$ cat src/hdl/mrsp_pkg.sv
package mrsp_pkg;
  // Two-wire address of this monitor; the value is arbitrary.
  localparam logic [6:0]  SLAVE_ADDR      = 7'h4a;

  // Conversion result layout in a stream word: voltage high, current low.
  localparam int          CODE_W          = 12;
  localparam int          WORD_W          = 2 * CODE_W;
  localparam int          FIFO_DEPTH      = 32;
  localparam int          ADC_CODES       = 4096;

  // Full scale of the voltage channel in millivolts, per divider choice.
  localparam int          V_FS_NARROW_MV  = 6650;
  localparam int          V_FS_WIDE_MV    = 26350;
  // Full scale of the current channel in units of 10 microvolts.
  localparam int          I_FS_10UV       = 10584;

  // Conversion modes.
  localparam logic [1:0]  MODE_BOTH       = 2'h0;
  localparam logic [1:0]  MODE_VOLT       = 2'h1;
  localparam logic [1:0]  MODE_CURR       = 2'h2;

  // Status byte field positions.
  localparam int          ST_CONV_OC      = 0;
  localparam int          ST_ADC_ALERT    = 1;
  localparam int          ST_SW_OC        = 2;
  localparam int          ST_SW_FAIL      = 3;
  localparam int          ST_OFF          = 4;
  localparam int          ST_OFF_ALERT    = 5;
  localparam logic [7:0]  STATUS_RESET    = 8'h00;

  // Synchroniser slots for pin inputs.
  localparam int          SY_SCL          = 0;
  localparam int          SY_SDA          = 1;
  localparam int          SY_PWR_EN       = 2;
  localparam int          SY_SW_OC        = 3;
  localparam int          SY_SW_FAIL      = 4;
  localparam int          SY_N            = 5;

  // Bits per byte, less one, and history depth of current comparisons.
  localparam logic [3:0]  LAST_BIT        = 4'h7;
  localparam int          OC_HIST         = 4;
endpackage : mrsp_pkg

$ cat src/hdl/mrsp_readback.sv
// What this block does
// - Master starts, sends 7-bit address with read bit; the addressed device acknowledges.
// - Voltage-only or current-only mode reads just two bytes.
// - Voltage code is supply times 4096 over 6.65 V or 26.35 V full scale.
// - Current code is sense voltage times 4096 over 105.84 mV full scale.
// - Status mode returns one status byte after the address acknowledge.
// - Status bit 0 is live: last three current conversions exceeded the threshold.
// - Status bit 1 latches on a conversion overcurrent alert until cleared.
// - Status bit 2 shows switch off by analog overcurrent, per variant.
// - Status bit 3 latches on hot swap failure until cleared.
// - Status bit 4 reads one while enable pin is low or forced off.
// - Status bit 5 latches on an alert from enable pin or forced-off bit.
// - Sticky bits 1, 3 and 5 clear only via the clear bit write.
// - With status select set, reads return the status byte, not data.
// - Combined order: voltage high byte, current high byte, then both low nibbles.
// - Clear bit self-returns to zero; present enabled causes may set again.
`timescale 1ns/1ps

module mrsp_fifo #(
  parameter int WIDTH = 24,
  parameter int DEPTH = 32
) (
  // Clock and reset
  input  wire logic             clk,
  input  wire logic             rst_n,
  // Fill side
  input  wire logic             in_valid,
  output logic                  in_ready,
  input  wire logic [WIDTH-1:0] in_data,
  // Drain side
  output logic                  out_valid,
  input  wire logic             out_ready,
  output logic [WIDTH-1:0]      out_data
);
  localparam int AW = $clog2(DEPTH);

  logic [WIDTH-1:0] mem [DEPTH];
  logic [AW-1:0]    wr_q;
  logic [AW-1:0]    rd_q;
  logic [AW:0]      cnt_q;
  logic             push;
  logic             pop;
  logic [AW:0]      cnt_d;

  assign push     = in_valid && in_ready;
  assign pop      = out_valid && out_ready;
  assign out_data = mem[rd_q];

  always_comb begin
    cnt_d = cnt_q;
    if (push && !pop) begin
      cnt_d = cnt_q + 1'b1;
    end else if (pop && !push) begin
      cnt_d = cnt_q - 1'b1;
    end
  end

  always_ff @(posedge clk) begin
    if (push) begin
      mem[wr_q] <= in_data;
    end
    if (!rst_n) begin
      wr_q      <= '0;
      rd_q      <= '0;
      cnt_q     <= '0;
      in_ready  <= 1'b0;
      out_valid <= 1'b0;
    end else begin
      if (push) begin
        wr_q <= wr_q + 1'b1;
      end
      if (pop) begin
        rd_q <= rd_q + 1'b1;
      end
      cnt_q     <= cnt_d;
      // Flags are registered so both ports come straight from flops.
      in_ready  <= (cnt_d != (AW+1)'(DEPTH));
      out_valid <= (cnt_d != '0);
    end
  end
endmodule : mrsp_fifo

module mrsp_readback
  import mrsp_pkg::*;
(
  // Clock and reset
  input  wire logic                   clk,
  input  wire logic                   rst_n,
  // Two-wire pins
  input  wire logic                   scl_in,
  input  wire logic                   sda_in,
  output logic                        sda_out,
  output logic                        sda_oe,
  // Conversion results from the converter
  input  wire logic                   conv_valid,
  output logic                        conv_ready,
  input  wire logic [mrsp_pkg::CODE_W-1:0] conv_volt_code,
  input  wire logic [mrsp_pkg::CODE_W-1:0] conv_curr_code,
  // Configuration held by the command and extended registers
  input  wire logic [1:0]             conv_mode,
  input  wire logic                   status_select,
  input  wire logic                   voltage_divider_select,
  input  wire logic [7:0]             alert_threshold,
  input  wire logic                   adc_alert_single_enable,
  input  wire logic                   adc_alert_quad_enable,
  input  wire logic                   switch_failure_alert_enable,
  input  wire logic                   off_alert_enable,
  input  wire logic                   clear_write,
  input  wire logic                   forced_off_bit,
  input  wire logic                   latch_off_variant,
  // Hot swap condition pins
  input  wire logic                   power_enable_pin,
  input  wire logic                   switch_off_overcurrent,
  input  wire logic                   hot_swap_fail,
  // Status and control outputs
  output logic [7:0]                  alert_status_byte,
  output logic                        clear_bit,
  output logic                        divider_select_out
);
  import mrsp_pkg::*;

  typedef enum logic [5:0] {
    ST_IDLE   = 6'b000001,
    ST_ADDR   = 6'b000010,
    ST_AACK   = 6'b000100,
    ST_TX     = 6'b001000,
    ST_MACK   = 6'b010000,
    ST_WAIT   = 6'b100000
  } mrsp_fsm_e;

  typedef struct packed {
    logic [SY_N-1:0]    sync1;
    logic [SY_N-1:0]    sync2;
    logic               scl_prev;
    logic               sda_prev;
    logic               fail_prev;
    logic               off_prev;
    mrsp_fsm_e          state;
    logic [7:0]         shreg;
    logic [3:0]         bitcnt;
    logic [1:0]         byte_idx;
    logic [1:0]         nbytes;
    logic               mst_ack;
    logic [WORD_W-1:0]  snap;
    logic [7:0]         stat_snap;
    logic               stat_mode;
    logic [1:0]         mode_snap;
    logic [OC_HIST-1:0] oc_hist;
    logic               clear_pend;
    logic [7:0]         status;
    logic               sda_oe;
    logic               sda_out;
    logic               div_sel;
  } mrsp_state_s;

  mrsp_state_s         r_q;
  mrsp_state_s         r_d;
  logic                fifo_valid;
  logic [WORD_W-1:0]   fifo_data;
  logic                fifo_pop;
  logic                conv_take;
  logic                scl_s;
  logic                sda_s;
  logic                scl_rise;
  logic                scl_fall;
  logic                start_seen;
  logic                stop_seen;
  logic                addr_hit;

  assign scl_s      = r_q.sync2[SY_SCL];
  assign sda_s      = r_q.sync2[SY_SDA];
  assign scl_rise   = scl_s && !r_q.scl_prev;
  assign scl_fall   = !scl_s && r_q.scl_prev;
  assign start_seen = scl_s && r_q.scl_prev && r_q.sda_prev && !sda_s;
  assign stop_seen  = scl_s && r_q.scl_prev && !r_q.sda_prev && sda_s;
  // Address byte complete, our address, direction bit high.
  assign addr_hit   = (r_q.state == ST_ADDR) && scl_fall && (r_q.bitcnt == 4'h8)
                      && (r_q.shreg[7:1] == SLAVE_ADDR) && r_q.shreg[0];
  assign fifo_pop   = addr_hit && fifo_valid;
  assign conv_take  = conv_valid && conv_ready;

  // Conversions queue here so a slow reader stalls the converter instead of
  // losing results; a reader that falls behind therefore sees older samples.
  mrsp_fifo #(
    .WIDTH (WORD_W),
    .DEPTH (FIFO_DEPTH)
  ) u_fifo (
    .clk       (clk),
    .rst_n     (rst_n),
    .in_valid  (conv_valid),
    .in_ready  (conv_ready),
    .in_data   ({conv_volt_code, conv_curr_code}),
    .out_valid (fifo_valid),
    .out_ready (fifo_pop),
    .out_data  (fifo_data)
  );

  function automatic logic [7:0] pick_byte(input logic [WORD_W-1:0] w,
                                           input logic [1:0]        mode,
                                           input logic [1:0]        idx);
    logic [CODE_W-1:0] v;
    logic [CODE_W-1:0] c;
    v = w[WORD_W-1:CODE_W];
    c = w[CODE_W-1:0];
    pick_byte = 8'h00;
    case (mode)
      MODE_VOLT: pick_byte = (idx == 2'h0) ? v[11:4] : {v[3:0], 4'h0};
      MODE_CURR: pick_byte = (idx == 2'h0) ? c[11:4] : {c[3:0], 4'h0};
      default: begin
        if (idx == 2'h0) begin
          pick_byte = v[11:4];
        end else if (idx == 2'h1) begin
          pick_byte = c[11:4];
        end else begin
          pick_byte = {v[3:0], c[3:0]};
        end
      end
    endcase
  endfunction : pick_byte

  always_comb begin
    logic [7:0] nxt;
    logic       sw_fail_now;
    logic       off_now;
    logic       adc_trip;
    logic [OC_HIST-1:0] hist;
    nxt         = 8'h00;
    sw_fail_now = 1'b0;
    off_now     = 1'b0;
    adc_trip    = 1'b0;
    hist        = '0;
    r_d         = r_q;
    r_d.sync1   = {hot_swap_fail, switch_off_overcurrent, power_enable_pin, sda_in, scl_in};
    r_d.sync2   = r_q.sync1;
    r_d.scl_prev = scl_s;
    r_d.sda_prev = sda_s;
    // The converter already scales codes through the selected divider.
    r_d.div_sel = voltage_divider_select;

    // Serial engine.
    case (r_q.state)
      ST_IDLE: begin
        r_d.sda_oe = 1'b0;
      end
      ST_ADDR: begin
        if (scl_rise) begin
          r_d.shreg  = {r_q.shreg[6:0], sda_s};
          r_d.bitcnt = r_q.bitcnt + 4'h1;
        end else if (scl_fall && r_q.bitcnt == 4'h8) begin
          if (addr_hit) begin
            r_d.state  = ST_AACK;
            r_d.sda_oe = 1'b1;
            // Freeze everything the read will return.
            if (fifo_valid) begin
              r_d.snap = fifo_data;
            end
            r_d.stat_snap = r_q.status;
            r_d.stat_mode = status_select;
            r_d.mode_snap = conv_mode;
            if (status_select) begin
              r_d.nbytes = 2'h1;
            end else if (conv_mode == MODE_VOLT || conv_mode == MODE_CURR) begin
              r_d.nbytes = 2'h2;
            end else begin
              r_d.nbytes = 2'h3;
            end
          end else begin
            r_d.state = ST_WAIT;
          end
        end
      end
      ST_AACK: begin
        if (scl_fall) begin
          nxt          = r_q.stat_mode ? r_q.stat_snap
                                       : pick_byte(r_q.snap, r_q.mode_snap, 2'h0);
          r_d.state    = ST_TX;
          r_d.shreg    = nxt;
          r_d.byte_idx = 2'h0;
          r_d.bitcnt   = 4'h0;
          r_d.sda_oe   = !nxt[7];
        end
      end
      ST_TX: begin
        if (scl_fall) begin
          if (r_q.bitcnt == LAST_BIT) begin
            r_d.state  = ST_MACK;
            r_d.sda_oe = 1'b0;
          end else begin
            r_d.shreg  = {r_q.shreg[6:0], 1'b0};
            r_d.bitcnt = r_q.bitcnt + 4'h1;
            r_d.sda_oe = !r_q.shreg[6];
          end
        end
      end
      ST_MACK: begin
        if (scl_rise) begin
          r_d.mst_ack = !sda_s;
        end else if (scl_fall) begin
          if (r_q.mst_ack && (r_q.byte_idx + 2'h1) < r_q.nbytes) begin
            nxt          = pick_byte(r_q.snap, r_q.mode_snap, r_q.byte_idx + 2'h1);
            r_d.state    = ST_TX;
            r_d.shreg    = nxt;
            r_d.byte_idx = r_q.byte_idx + 2'h1;
            r_d.bitcnt   = 4'h0;
            r_d.sda_oe   = !nxt[7];
          end else begin
            // A not-acknowledge or a surplus acknowledge ends our part.
            r_d.state  = ST_WAIT;
            r_d.sda_oe = 1'b0;
          end
        end
      end
      ST_WAIT: begin
        r_d.sda_oe = 1'b0;
      end
      default: begin
        r_d.state  = ST_IDLE;
        r_d.sda_oe = 1'b0;
      end
    endcase
    if (start_seen) begin
      r_d.state  = ST_ADDR;
      r_d.bitcnt = 4'h0;
      r_d.sda_oe = 1'b0;
    end else if (stop_seen) begin
      r_d.state  = ST_IDLE;
      r_d.sda_oe = 1'b0;
    end

    // Current comparison history, one entry per accepted conversion.
    hist = r_q.oc_hist;
    if (conv_take) begin
      hist = {r_q.oc_hist[OC_HIST-2:0], (conv_curr_code[11:4] > alert_threshold)};
    end
    r_d.oc_hist = hist;
    adc_trip = conv_take && ((adc_alert_single_enable && hist[0])
                             || (adc_alert_quad_enable && (&hist)));

    sw_fail_now   = r_q.sync2[SY_SW_FAIL];
    off_now       = !r_q.sync2[SY_PWR_EN] || forced_off_bit;
    r_d.fail_prev = sw_fail_now;
    r_d.off_prev  = off_now;

    // Clearing sticky bits; a fresh event in the same cycle still sets.
    if (clear_write) begin
      r_d.clear_pend = 1'b1;
    end
    if (r_q.clear_pend) begin
      r_d.status[ST_ADC_ALERT] = 1'b0;
      r_d.status[ST_SW_FAIL]   = 1'b0;
      r_d.status[ST_OFF_ALERT] = 1'b0;
      r_d.clear_pend           = clear_write;
    end
    if (adc_trip) begin
      r_d.status[ST_ADC_ALERT] = 1'b1;
    end
    // A still-present enabled cause sets again right after a clear.
    if (sw_fail_now && switch_failure_alert_enable
        && (!r_q.fail_prev || r_q.clear_pend)) begin
      r_d.status[ST_SW_FAIL] = 1'b1;
    end
    if (off_now && off_alert_enable && (!r_q.off_prev || r_q.clear_pend)) begin
      r_d.status[ST_OFF_ALERT] = 1'b1;
    end
    r_d.status[ST_CONV_OC] = &hist[2:0];
    r_d.status[ST_SW_OC]   = latch_off_variant
                             ? (switch_failure_alert_enable && r_d.status[ST_SW_FAIL])
                             : r_q.sync2[SY_SW_OC];
    r_d.status[ST_OFF]     = off_now;
    r_d.status[7:6]        = 2'h0;
  end

  always_ff @(posedge clk) begin
    if (!rst_n) begin
      r_q           <= '0;
      r_q.sync1     <= {SY_N{1'b1}};
      r_q.sync2     <= {SY_N{1'b1}};
      r_q.scl_prev  <= 1'b1;
      r_q.sda_prev  <= 1'b1;
      r_q.state     <= ST_IDLE;
      r_q.status    <= STATUS_RESET;
    end else begin
      r_q <= r_d;
    end
  end

  assign sda_out            = r_q.sda_out;
  assign sda_oe             = r_q.sda_oe;
  assign alert_status_byte  = r_q.status;
  assign clear_bit          = r_q.clear_pend;
  assign divider_select_out = r_q.div_sel;
endmodule : mrsp_readback

$ cat config.mk
export PLATFORM = sky130hd
export DESIGN_NAME = mrsp_readback
export DESIGN_NICKNAME = d
export VERILOG_FILES = /design/src/hdl/mrsp_pkg.sv /design/src/hdl/mrsp_readback.sv
export SDC_FILE = /design/constraint.sdc
export NUM_CORES = 1
export LEC_CHECK = 0
export ABC_AREA = 1
export BUFFER_PORTS_ARGS = -buffer_cell sky130_fd_sc_hd__buf_4
export CORE_MARGIN = 3
export CORE_UTILIZATION = 45
export CTS_CLUSTER_DIAMETER = 200
export CTS_CLUSTER_SIZE = 20
export DETAILED_ROUTE_END_ITERATION = 6
export GPL_TIMING_DRIVEN = 0
export PLACE_DENSITY_LB_ADDON = 0.12
export SLEW_MARGIN = 20
export SYNTH_ARGS = -nofsm -noshare
export SYNTH_HDL_FRONTEND = slang
export SYNTH_HIERARCHICAL = 1
export SYNTH_SLANG_ARGS = --single-unit
$ cat constraint.sdc
create_clock -name clk -period 4.81 [get_ports clk]
set_clock_uncertainty 0.05 [all_clocks]
set_input_delay 0.962 -clock clk [delete_from_list [all_inputs] [get_ports clk]]
set_output_delay 0.962 -clock clk [all_outputs]
set_load 0.005 [all_outputs]
# ---- Word level (Yosys, flattened, before mapping)
# Memory sizes are Yosys's and may differ from the RTL's. A register that Yosys moved wholly into a read port is not among the register bits.
# Cells that the tools add are included.
dict set report totals {
  ff_bits 81
  ram_bits 768
  inputBits 51
  output_inout_bits 13
  word_cells 193
  memories 1
}
dict set report op_classes {
  add_sub_neg 6
  n_lt_le_gt_ge 2
  n_eq_ne 34
  muxes 55
  n_bitwise 3
  reduce_logical 63
}
# memory words width read_ports rd_clocked_by_memory_dff wr line_no
set memory_table {}
lappend memory_table {u_fifo.mem 32 24 1 1 1 mrsp_readback.sv:37} ;# logic [WIDTH-1:0] mem [DEPTH];
# cell count
set ops {}
lappend ops {{2-to-1 mux 8 bit} 12}
lappend ops {{2-to-1 mux 20 bit} 3}
lappend ops {{one-hot mux 12 bit (4 select lines)} 1}
lappend ops {{2-to-1 mux 6 bit} 7}
lappend ops {{one-hot mux 6 bit (5 select lines)} 1}
lappend ops {{logical AND 1 bit} 26}
lappend ops {{2-to-1 mux 12 bit} 2}
lappend ops {{!= test 4 bit, second input constant} 6}
lappend ops {{AND reduction 8 bit} 3}
lappend ops {{2-to-1 mux 1 bit} 20}
lappend ops {{!= test 2 bit, second input constant} 10}
lappend ops {{2-to-1 mux 18 bit} 1}
lappend ops {{one-hot mux 8 bit (2 select lines)} 1}
lappend ops {{2-to-1 mux 14 bit} 1}
lappend ops {{logical NOT 1 bit} 13}
lappend ops {{adder 5 x 1 -> 5 bit, second input constant} 2}
lappend ops {{AND reduction 5 bit} 2}
lappend ops {{greater-than comparator 8 bit} 1}
lappend ops {{AND reduction 4 bit} 2}
lappend ops {{== test 7 bit, second input constant} 1}
lappend ops {{AND reduction 7 bit} 1}
lappend ops {{adder 6 x 1 -> 6 bit, second input constant} 1}
lappend ops {{== test 2 x 1 -> 1 bit, second input constant} 3}
lappend ops {{== test 6 x 1 -> 1 bit, second input constant} 1}
lappend ops {{other kinds (30)} 42}

# ---- Depth between registers and ports, before layout
# Gate-level depths: netlist of run 1.
dict set report depth {
  word_depth 15
  ltp_mapped 20
  depth_no_buf 19
}

# ---- Cells and area by module
# Netlist of run 1, hierarchy kept.
# mod n_inst cells_each area_each_um2
set modules_own_cells {}
lappend modules_own_cells {mrsp_fifo 1 2680 32008.2}
lappend modules_own_cells {mrsp_readback 1 668 4486.8}

# ---- Worst setup path before layout of run 1
# Ideal clock, no wire load.
dict set report synth_path {
  path_kind {in2reg}
  start {input port conv_valid}
  end {memory u_fifo.mem[31][0], enable pin}
  setup_ns 0.438
  t_arrival_ns 2.940
  t_required_ns 4.322
  slack_ns 1.383
  cell_stages 3
  path_cell_list {nand2_1 buf_2 nor3_1}
}
dict set report synth_via {
  elab_chain_len 3
}
# item line_no
set synth_lines {}
lappend synth_lines {{from (decl)} mrsp_readback.sv:95} ;# input wire logic conv_valid,
lappend synth_lines {{logical AND 1 bit} mrsp_readback.sv:45} ;# assign push = in_valid && in_ready;
lappend synth_lines {{2-to-1 mux 1 bit} mrsp_readback.sv:59} ;# if (push) begin
lappend synth_lines {{2-to-1 mux 1 bit (not written as such)} mrsp_readback.sv:60} ;# mem[wr_q] <= in_data;
lappend synth_lines {{to (decl)} mrsp_readback.sv:37}
# No other way between the ends.

# ---- Worst setup path after layout of run 1
dict set report layout_path {
  start {register r_q[56] in the netlist's numbering}
  end {register u_fifo.out_valid}
}
dict set report layout_via {
  elab_chain_len 10
  elab_cells_between_ends 12
  cone_classes {eq/ne (1); mux (2); reduce/logical (9)}
}
# item line_no
set layout_lines {}
lappend layout_lines {{from (decl)} mrsp_readback.sv:156} ;# mrsp_state_s r_q;
lappend layout_lines {{from (signal assigned)} mrsp_readback.sv:383} ;# r_q <= r_d;
lappend layout_lines {{== test 4 bit *} mrsp_readback.sv:177} ;# assign addr_hit = (r_q.state == ST_ADDR) && scl_fall && (r_q.bitcnt == 4'h8)
lappend layout_lines {{logical AND 1 bit *} mrsp_readback.sv:177}
lappend layout_lines {{logical AND 1 bit * (2 in series)} mrsp_readback.sv:178} ;# && (r_q.shreg[7:1] == SLAVE_ADDR) && r_q.shreg[0];
lappend layout_lines {{logical AND 1 bit *} mrsp_readback.sv:179} ;# assign fifo_pop = addr_hit && fifo_valid;
lappend layout_lines {{named net fifo_pop} mrsp_readback.sv:160} ;# logic fifo_pop;
lappend layout_lines {{logical AND 1 bit *} mrsp_readback.sv:46} ;# assign pop = out_valid && out_ready;
lappend layout_lines {{logical AND 1 bit or logical NOT 1 bit (tied branches)} {mrsp_readback.sv:53, mrsp_readback.sv:51}}
lappend layout_lines {{2-to-1 mux 6 bit or logical AND 1 bit (tied branches)} {mrsp_readback.sv:53, mrsp_readback.sv:51}}
lappend layout_lines {{2-to-1 mux 6 bit *} mrsp_readback.sv:51} ;# if (push && !pop) begin
lappend layout_lines {{nonzero test 6 bit *} mrsp_readback.sv:78} ;# out_valid <= (cnt_d != '0);
lappend layout_lines {{to (signal assigned)} mrsp_readback.sv:78}
lappend layout_lines {{to (decl)} mrsp_readback.sv:31} ;# output logic out_valid,
# Mark *: on every way through the listed nets, which the timed path passes. The rest lies on a longest branch.
# A chain may end at the register's enable or synchronous reset.

==> flow_summary.json, run 1 <==
{
  "status": "completed",
  "required_ps": 5280,
  "ys_async_sr_fraction_pct": 0,
  "setup.worst_path.start_class": "flip-flop",
  "fmax_mhz": 339.5,
  "crit_path_start": "r_q[56]$_SDFFE_PP0P_",
  "p_per_area_nw_per_um2": 333.7,
  "holdCritPathClass": "reg -> reg",
  "cpMostUsedCell": "nand2_1",
  "synthesis.area_sq_um": 36500,
  "drt_iter0_markers": 2815,
  "drc": 0,
  "max_stage_delay_ps": 350,
  "slowest_stage": "dfxtp_1",
  "synthTopCellsByArea": "edfxtp_1, nand2_1, nand3_1",
  "dp_hpwl_um": 78640,
  "power.leakage_nw": 14.77,
  "clockBufferDepth": 3,
  "pwr-share-comb_pct": 6.0,
  "fin_ws_ps": 1865,
  "use_met3_pct": 4.379,
  "synth_cells": 3348,
  "drt_pre_antenna_iters": 6,
  "maxCapViolCount": 0,
  "insertion_delay_ps": 640,
  "fillers": 7078,
  "reg2reg_slack_ps": 1860,
  "wl_per_cell_um": 24.98,
  "routabilityCongestion": 0.9221,
  "swShare_pct": 22.45,
  "fin_cells": 4585,
  "cts-root-buf": "clkbuf_16",
  "seqPwrFrac_pct": 61.8,
  "ys.flop_type": "edfxtp_1",
  "critical_path_class": "reg -> reg",
  "routed_wl_um": 114500,
  "cp_data_arrival_time_ps": 3410,
  "clock_sinks": 873,
  "hold_violations": 0,
  "die_h_um": 290.8,
  "htree_levels": 2,
  "grt.busiest_layer": "met2",
  "drive_gt1_share_pct": 10.62,
  "maxSlewViolCount": 0,
  "globalRouteTotalUtil_pct": 26.54,
  "grt_pass1_vias": 24437,
  "setup_viol_count_final": 0,
  "p_switching_mw": 3.048,
  "synth_edf_count": 768,
  "maxSlewHeadroom_pct": 40.66,
  "path_max_fanout": 10,
  "ant_nets": 0,
  "fin_util_pct": 51.08,
  "ctsResizeCount": 0,
  "core_sq_um": 79640,
  "die_area_sq_um": 84550,
  "use_met2_pct": 42.18,
  "whs_ps": 365.7,
  "cp-endpoint": "u_fifo/out_valid$_SDFF_PN0_",
  "syn_avg_cell_area_sq_um": 10.90,
  "worst_pin_slew_ps": 887.9,
  "rsz0062_at_grt": "false",
  "fin_crit_ps": 2945,
  "synth_top_area_share_pct": 63.19,
  "final_common_cell": "nand2_1",
  "synth.distinct_cells": 41,
  "clk_pin_slew_ps": 90,
  "power.internal_mw": 10.53,
  "p_clk_share_pct": 32.2,
  "dp.cells": 4499,
  "cts_made_buffers": 49,
  "worstRegToRegCells": 20,
  "overflow": 0,
  "via_per_inst": 5.602,
  "yosysWarnings": 6,
  "final_cell_mix": "nand2_1, edfxtp_1, nand3_1",
  "postCtsHoldBufs": 0,
  "p_total_mw": 13.58,
  "num_rows": 103,
  "dpl_worst_slack_ps": 1338,
  "syn_to_final_growth_pct": 11.47,
  "setup_tns_ps": 0,
  "place_area_sq_um": 39270,
  "io_pins": 64,
  "io_buffers": 60,
  "vias": 25684,
  "r2r-end": "u_fifo/out_valid$_SDFF_PN0_",
  "crit_chain": "inv_1 > ha_1 > nand3_1 > nor2_2 > nand3_2 > nor2_4 > nand2_4 > clkinv_2 > buf_6 > nand2_2 > inv_1 > nor2_1 > nand2_1 > nand2_1 > nand2_1 > nand2_1 > nor2_1 > nand2_1 > nand2_1 > nand3_1",
  "grt_max_degree": 34,
  "endpoint_kind": "flip-flop",
  "ys_seq_area_share_pct": 68.95,
  "antenna_found_initial": 1,
  "fin_crit_sh_pct": 61.23,
  "ir_drop_mv": 0.3438,
  "final_net_count": 3573,
  "postCtsSetupBuffers": 0,
  "crit-reg2reg-launch": "r_q[56]$_SDFFE_PP0P_",
  "grt_pass1_wl_um": 163800,
  "tritoncts": "built",
  "grt_use_met1_pct": 35.86,
  "synth_top_area_cell": "edfxtp_1",
  "synth-seq-cells": 873,
  "dieWidth_um": 290.8,
  "final_cell_area_sq_um": 40680,
  "initial_core_util_pct": 45.82
}
-- worst min-delay path by stage --
stage	cells after the start	end	start
after global routing	1	r_q[81]$_SDFF_PN1_	r_d[81]$_SDFF_PN1_
after global placement	1	r_d[76]$_SDFF_PN1_	r_d[79]$_SDFF_PN1_
after floorplan	1	r_d[75]$_SDFF_PN1_	r_d[82]$_SDFF_PN1_
after CTS	1	r_d[75]$_SDFF_PN1_	r_d[82]$_SDFF_PN1_
after detailed placement	1	r_d[75]$_SDFF_PN1_	r_d[82]$_SDFF_PN1_
final	1	r_q[81]$_SDFF_PN1_	r_d[81]$_SDFF_PN1_
-- final cells by class --
class	count	area [sq um]	share of cell area [%]
clock inverters	2	17.52	0.04306
multi-input cells	2167	9963	24.49
flip-flops and latches	873	25160	61.85
well taps	1050	1314	3.229
repair buffers	99	1221	3.002
diodes	4	10.01	0.02460
clock buffers	80	1385	3.405
plain buffers	194	1165	2.863
inverters	116	442.9	1.089
-- per-layer routing --
layer	share of wire, %	up-vias
li1	-	11854
met4	5.1	0
met3	8.0	196
met1	41	12619
met5	0	-
met2	46	1015
-- Yosys cell counts (19+ instances only) --
cell	count
buf_6	26
o31ai_1	24
nand3_1	542
buf_2	91
o21ai_1	19
nor2_1	181
a21oi_1	188
buf_4	28
o21ai_0	44
edfxtp_1	768
nand2_1	1058
clkbuf_1	34
inv_1	107
dfxtp_1	105
ha_1	22
-- power by group through the flow --
stage | clock network [mW] | logic [mW] | registers (mW)
floorplan | 0 | 0.416 | 8.55
global placement | 0 | 0.761 | 8.56
detailed placement | 0 | 0.805 | 8.56
CTS | 4.47 | 0.809 | 8.39
global route | 4.72 | 0.886 | 8.40
finish | 4.38 | 0.813 | 8.39
-- worst max-delay path: cells and delay by family, from the launching register on --
family | cells | cell delay [ps]
buffers and inverters | 4 | 550
DFF | 1 | 350
adders and majority gates | 1 | 150
and+or+nand+nor | 15 | 1720
-- sequential cells by signal, indices dropped and copies added (netlist names), named ones only --
name and count:
alert_status_byte 5, clear_bit 1, divider_select_out 1, r_d 8, r_q 66, sda_oe 1, u_fifo/cnt_q 6, u_fifo/in_ready 1
u_fifo/mem 768, u_fifo/out_valid 1, u_fifo/rd_q 5, u_fifo/wr_q 5
-- logic make-up (layout without fill, tap and decap cells) --
group                    Yosys count  count (layout)  synth area share (%)
buffers and inverters            310             491                 4.406
AO/OA/AOI/OAI                    292             292                 4.296
other                              1               7               0.01028
AND/OR/NAND/NOR                 1846            1846                 21.49
flip-flops                       873             873                 68.95
XOR/XNOR                           4               4               0.09599
adder cells (fa/ha/maj)           22              22                0.7542
(Power assumes the default switching activity.)
==> run 2: changes to the inputs <==
- clock period: 4.81 -> 2.64 ns (I/O delays scaled with it)
==> run 2 against run 1 <==
Effect of this change: the flow now finishes with violations (setup timing); setup slack got worse by 1900 ps; hold slack got worse by 330 ps; flip-flop and latch count unchanged; via count increased by 1.7%; critical path depth decreased by 10; sequential share of layout area decreased by 0.56 points; sequential power increased by 82%; combinational power increased by 83%; fmax increased by 11%; register-to-register slack got worse by 1900 ps; final area increased by 0.91%; total power increased by 83%; largest cell class unchanged.
==> flow_summary.json, run 2 (same netlist as run 1, synthesis figures left out) <==
{
  "status": "finished, violations left",
  "violations": "setup timing",
  "clockBufferDepth": 3,
  "routabilityCongestion": 0.9297,
  "wl_per_cell_um": 25.40,
  "io_pins": 64,
  "p_clk_share_pct": 32.3,
  "grt_max_degree": 34,
  "final_net_count": 3588,
  "power.internal_mw": 19.19,
  "worst_pin_slew_ps": 813.4,
  "setup_viol_count_final": 2,
  "use_met2_pct": 43.47,
  "worst-path-buf-inv": 4,
  "holdCritPathClass": "in -> reg",
  "largest_register_ffs": 768,
  "drt_iter0_markers": 2849,
  "power.leakage_nw": 14.92,
  "swShare_pct": 22.57,
  "ant_nets": 0,
  "fillers": 7028,
  "die_area_sq_um": 84550,
  "globalRouteTotalUtil_pct": 27.20,
  "core_sq_um": 79640,
  "num_rows": 103,
  "critical_path_class": "reg -> reg",
  "seqPwrFrac_pct": 61.7,
  "die_h_um": 290.8,
  "critical-path-top-delay-family": "buffers and inverters",
  "fin_ws_ps": -5.161,
  "fin_crit_ps": 2645,
  "drc": 0,
  "final_cell_area_sq_um": 41050,
  "grt_pass1_wl_um": 168000,
  "hold_end": "r_d[78]$_SDFF_PN1_",
  "clock_sinks": 873,
  "fmax_mhz": 378.0,
  "insertion_delay_ps": 640,
  "grt.busiest_layer": "met2",
  "place_area_sq_um": 39290,
  "syn_to_final_growth_pct": 12.49,
  "max_stage_delay_ps": 570,
  "drt_pre_antenna_iters": 6,
  "final_common_cell": "nand2_1",
  "final_cell_mix": "nand2_1, edfxtp_1, nand3_1",
  "rsz0062_at_grt": "false",
  "dp_hpwl_um": 80060,
  "antenna_found_initial": 8,
  "p_switching_mw": 5.594,
  "dp.cells": 4496,
  "min_path_cells": 2,
  "setup_tns_ps": -5.590,
  "cp_data_arrival_time_ps": 3160,
  "routed_wl_um": 116800,
  "min_from": "scl_in",
  "path_max_fanout": 10,
  "via_per_inst": 5.676,
  "clk_pin_slew_ps": 90,
  "overflow": 0,
  "initial_core_util_pct": 45.82,
  "grt_pass1_vias": 25060,
  "htree_levels": 2,
  "reg2reg_slack_ps": -5,
  "r2r-end": "r_q[32]$_SDFFE_PN0P_",
  "dieWidth_um": 290.8,
  "seqCellArea_sq_um": 25160,
  "pwr-share-comb_pct": 6.0,
  "fin_crit_sh_pct": 100.2,
  "io_buffers": 60,
  "maxSlewViolCount": 0,
  "ir_drop_mv": 0.5885,
  "required_ps": 3160,
  "cts_made_buffers": 49,
  "setup.worst_path.start_class": "flip-flop",
  "cpMostUsedCell": "nor2_1",
  "endpoint_kind": "flip-flop",
  "p_per_area_nw_per_um2": 603.7,
  "multiInputGateArea_sq_um": 10080,
  "crit_chain": "buf_2 > inv_1 > buf_4 > buf_2 > nand3_1 > a21oi_1 > nor2_1 > a21oi_1 > nor2_1 > nor2_1",
  "hold_violations": 0,
  "largest_register": "u_fifo/mem",
  "fin_cells": 4601,
  "drive_gt1_share_pct": 11.59,
  "vias": 26116,
  "worstRegToRegCells": 10,
  "cts-root-buf": "clkbuf_16",
  "tritoncts": "built",
  "maxCapViolCount": 0,
  "maxSlewHeadroom_pct": 45.77,
  "slowest_stage": "a21oi_1",
  "grt_use_met1_pct": 37.59,
  "use_met3_pct": 3.615
}
run 2: cell count changes in the layout (fill, tap and decap cells not counted), moves of 4 or more:
cell | previous run | this run
o31ai_2 | 0 | 4
o31ai_1 | 24 | 20
buf_4 | 94 | 106
buf_16 | 14 | 19
buf_6 | 30 | 26
a21oi_1 | 188 | 178
a21oi_2 | 0 | 9
run 2: final cells by class:
cell class / instances / area share (%)
Sequential cell: 873 / 61.30
Multi-Input combinational cell: 2167 / 24.54
Timing Repair Buffer: 115 / 3.557
Clock buffer: 79 / 3.365
Tap cell: 1050 / 3.200
Buffer: 193 / 2.844
Inverter: 116 / 1.112
Clock inverter: 2 / 0.04267
Antenna cell: 6 / 0.03657
run 2: power groups by stage:
stage          Sequential [mW]  Clock, mW  Combinational [mW]
3_3_place_gp              15.6          0                1.39
2_1_floorplan             15.6          0               0.759
6_report                  15.3       8.00                1.49
4_1_cts                   15.3       8.13                1.48
3_5_place_dp              15.6          0                1.47
5_1_grt                   15.3       8.61                1.65
run 2: repair_timing:
item	in CTS	in global routing
setup endpoints to repair	166	24
resized for setup	18	19
hold buffers	2	0
buffers inserted	10	7
pin swaps	6	2
endpoints found under the hold margin	2	0
run 2: per-stage QoR:
| step | utilization [%] | hold WS, ps | power, mW | setup WS, ps |
|---|---|---|---|---|
| after floorplan | - | 342.5 | 16.34 | -307.1 |
| after global placement | 48.05 | 346.3 | 16.98 | -2349 |
| after detailed placement | 49.34 | 349.4 | 17.07 | -331.3 |
| after CTS | 51.38 | 4.047 | 24.90 | 12.10 |
| after global routing | 51.53 | 7.897 | 25.56 | 2.962 |
| final | 51.54 | 31.69 | 24.78 | -5.161 |
run 2: worst max-delay path by stage:
stage	startpoint	endpoint	slack, ps	cells past startpoint
global placement	conv_valid	u_fifo/mem[3][5]$_DFFE_PP_	-2350	4
detailed placement	conv_valid	u_fifo/mem[22][16]$_DFFE_PP_	-330	6
CTS	flip-flop	r_q[33]$_SDFFE_PN0P_	10	7
floorplan	conv_valid	u_fifo/mem[19][0]$_DFFE_PP_	-310	3
global route	flip-flop	r_q[32]$_SDFFE_PN0P_	3	10
finish	flip-flop	r_q[32]$_SDFFE_PN0P_	-5	10
run 2: worst register-to-register path: stages (launching register included):
cell	delay (ps)
dfxtp_1	300
buf_2	260
inv_1	170
buf_4	300
buf_2	280
nand3_1	190
a21oi_1	580
nor2_1	150
a21oi_1	160
nor2_1	60
nor2_1	90
run 2: metal layers:
| metal | wire length [um] | vias to the layer above |
|---|---|---|
| met2 | 53730 | 1127 |
| met5 | 18 | - |
| met4 | 5539 | 4 |
| li1 | - | 11884 |
| met3 | 10150 | 191 |
| met1 | 47410 | 12910 |
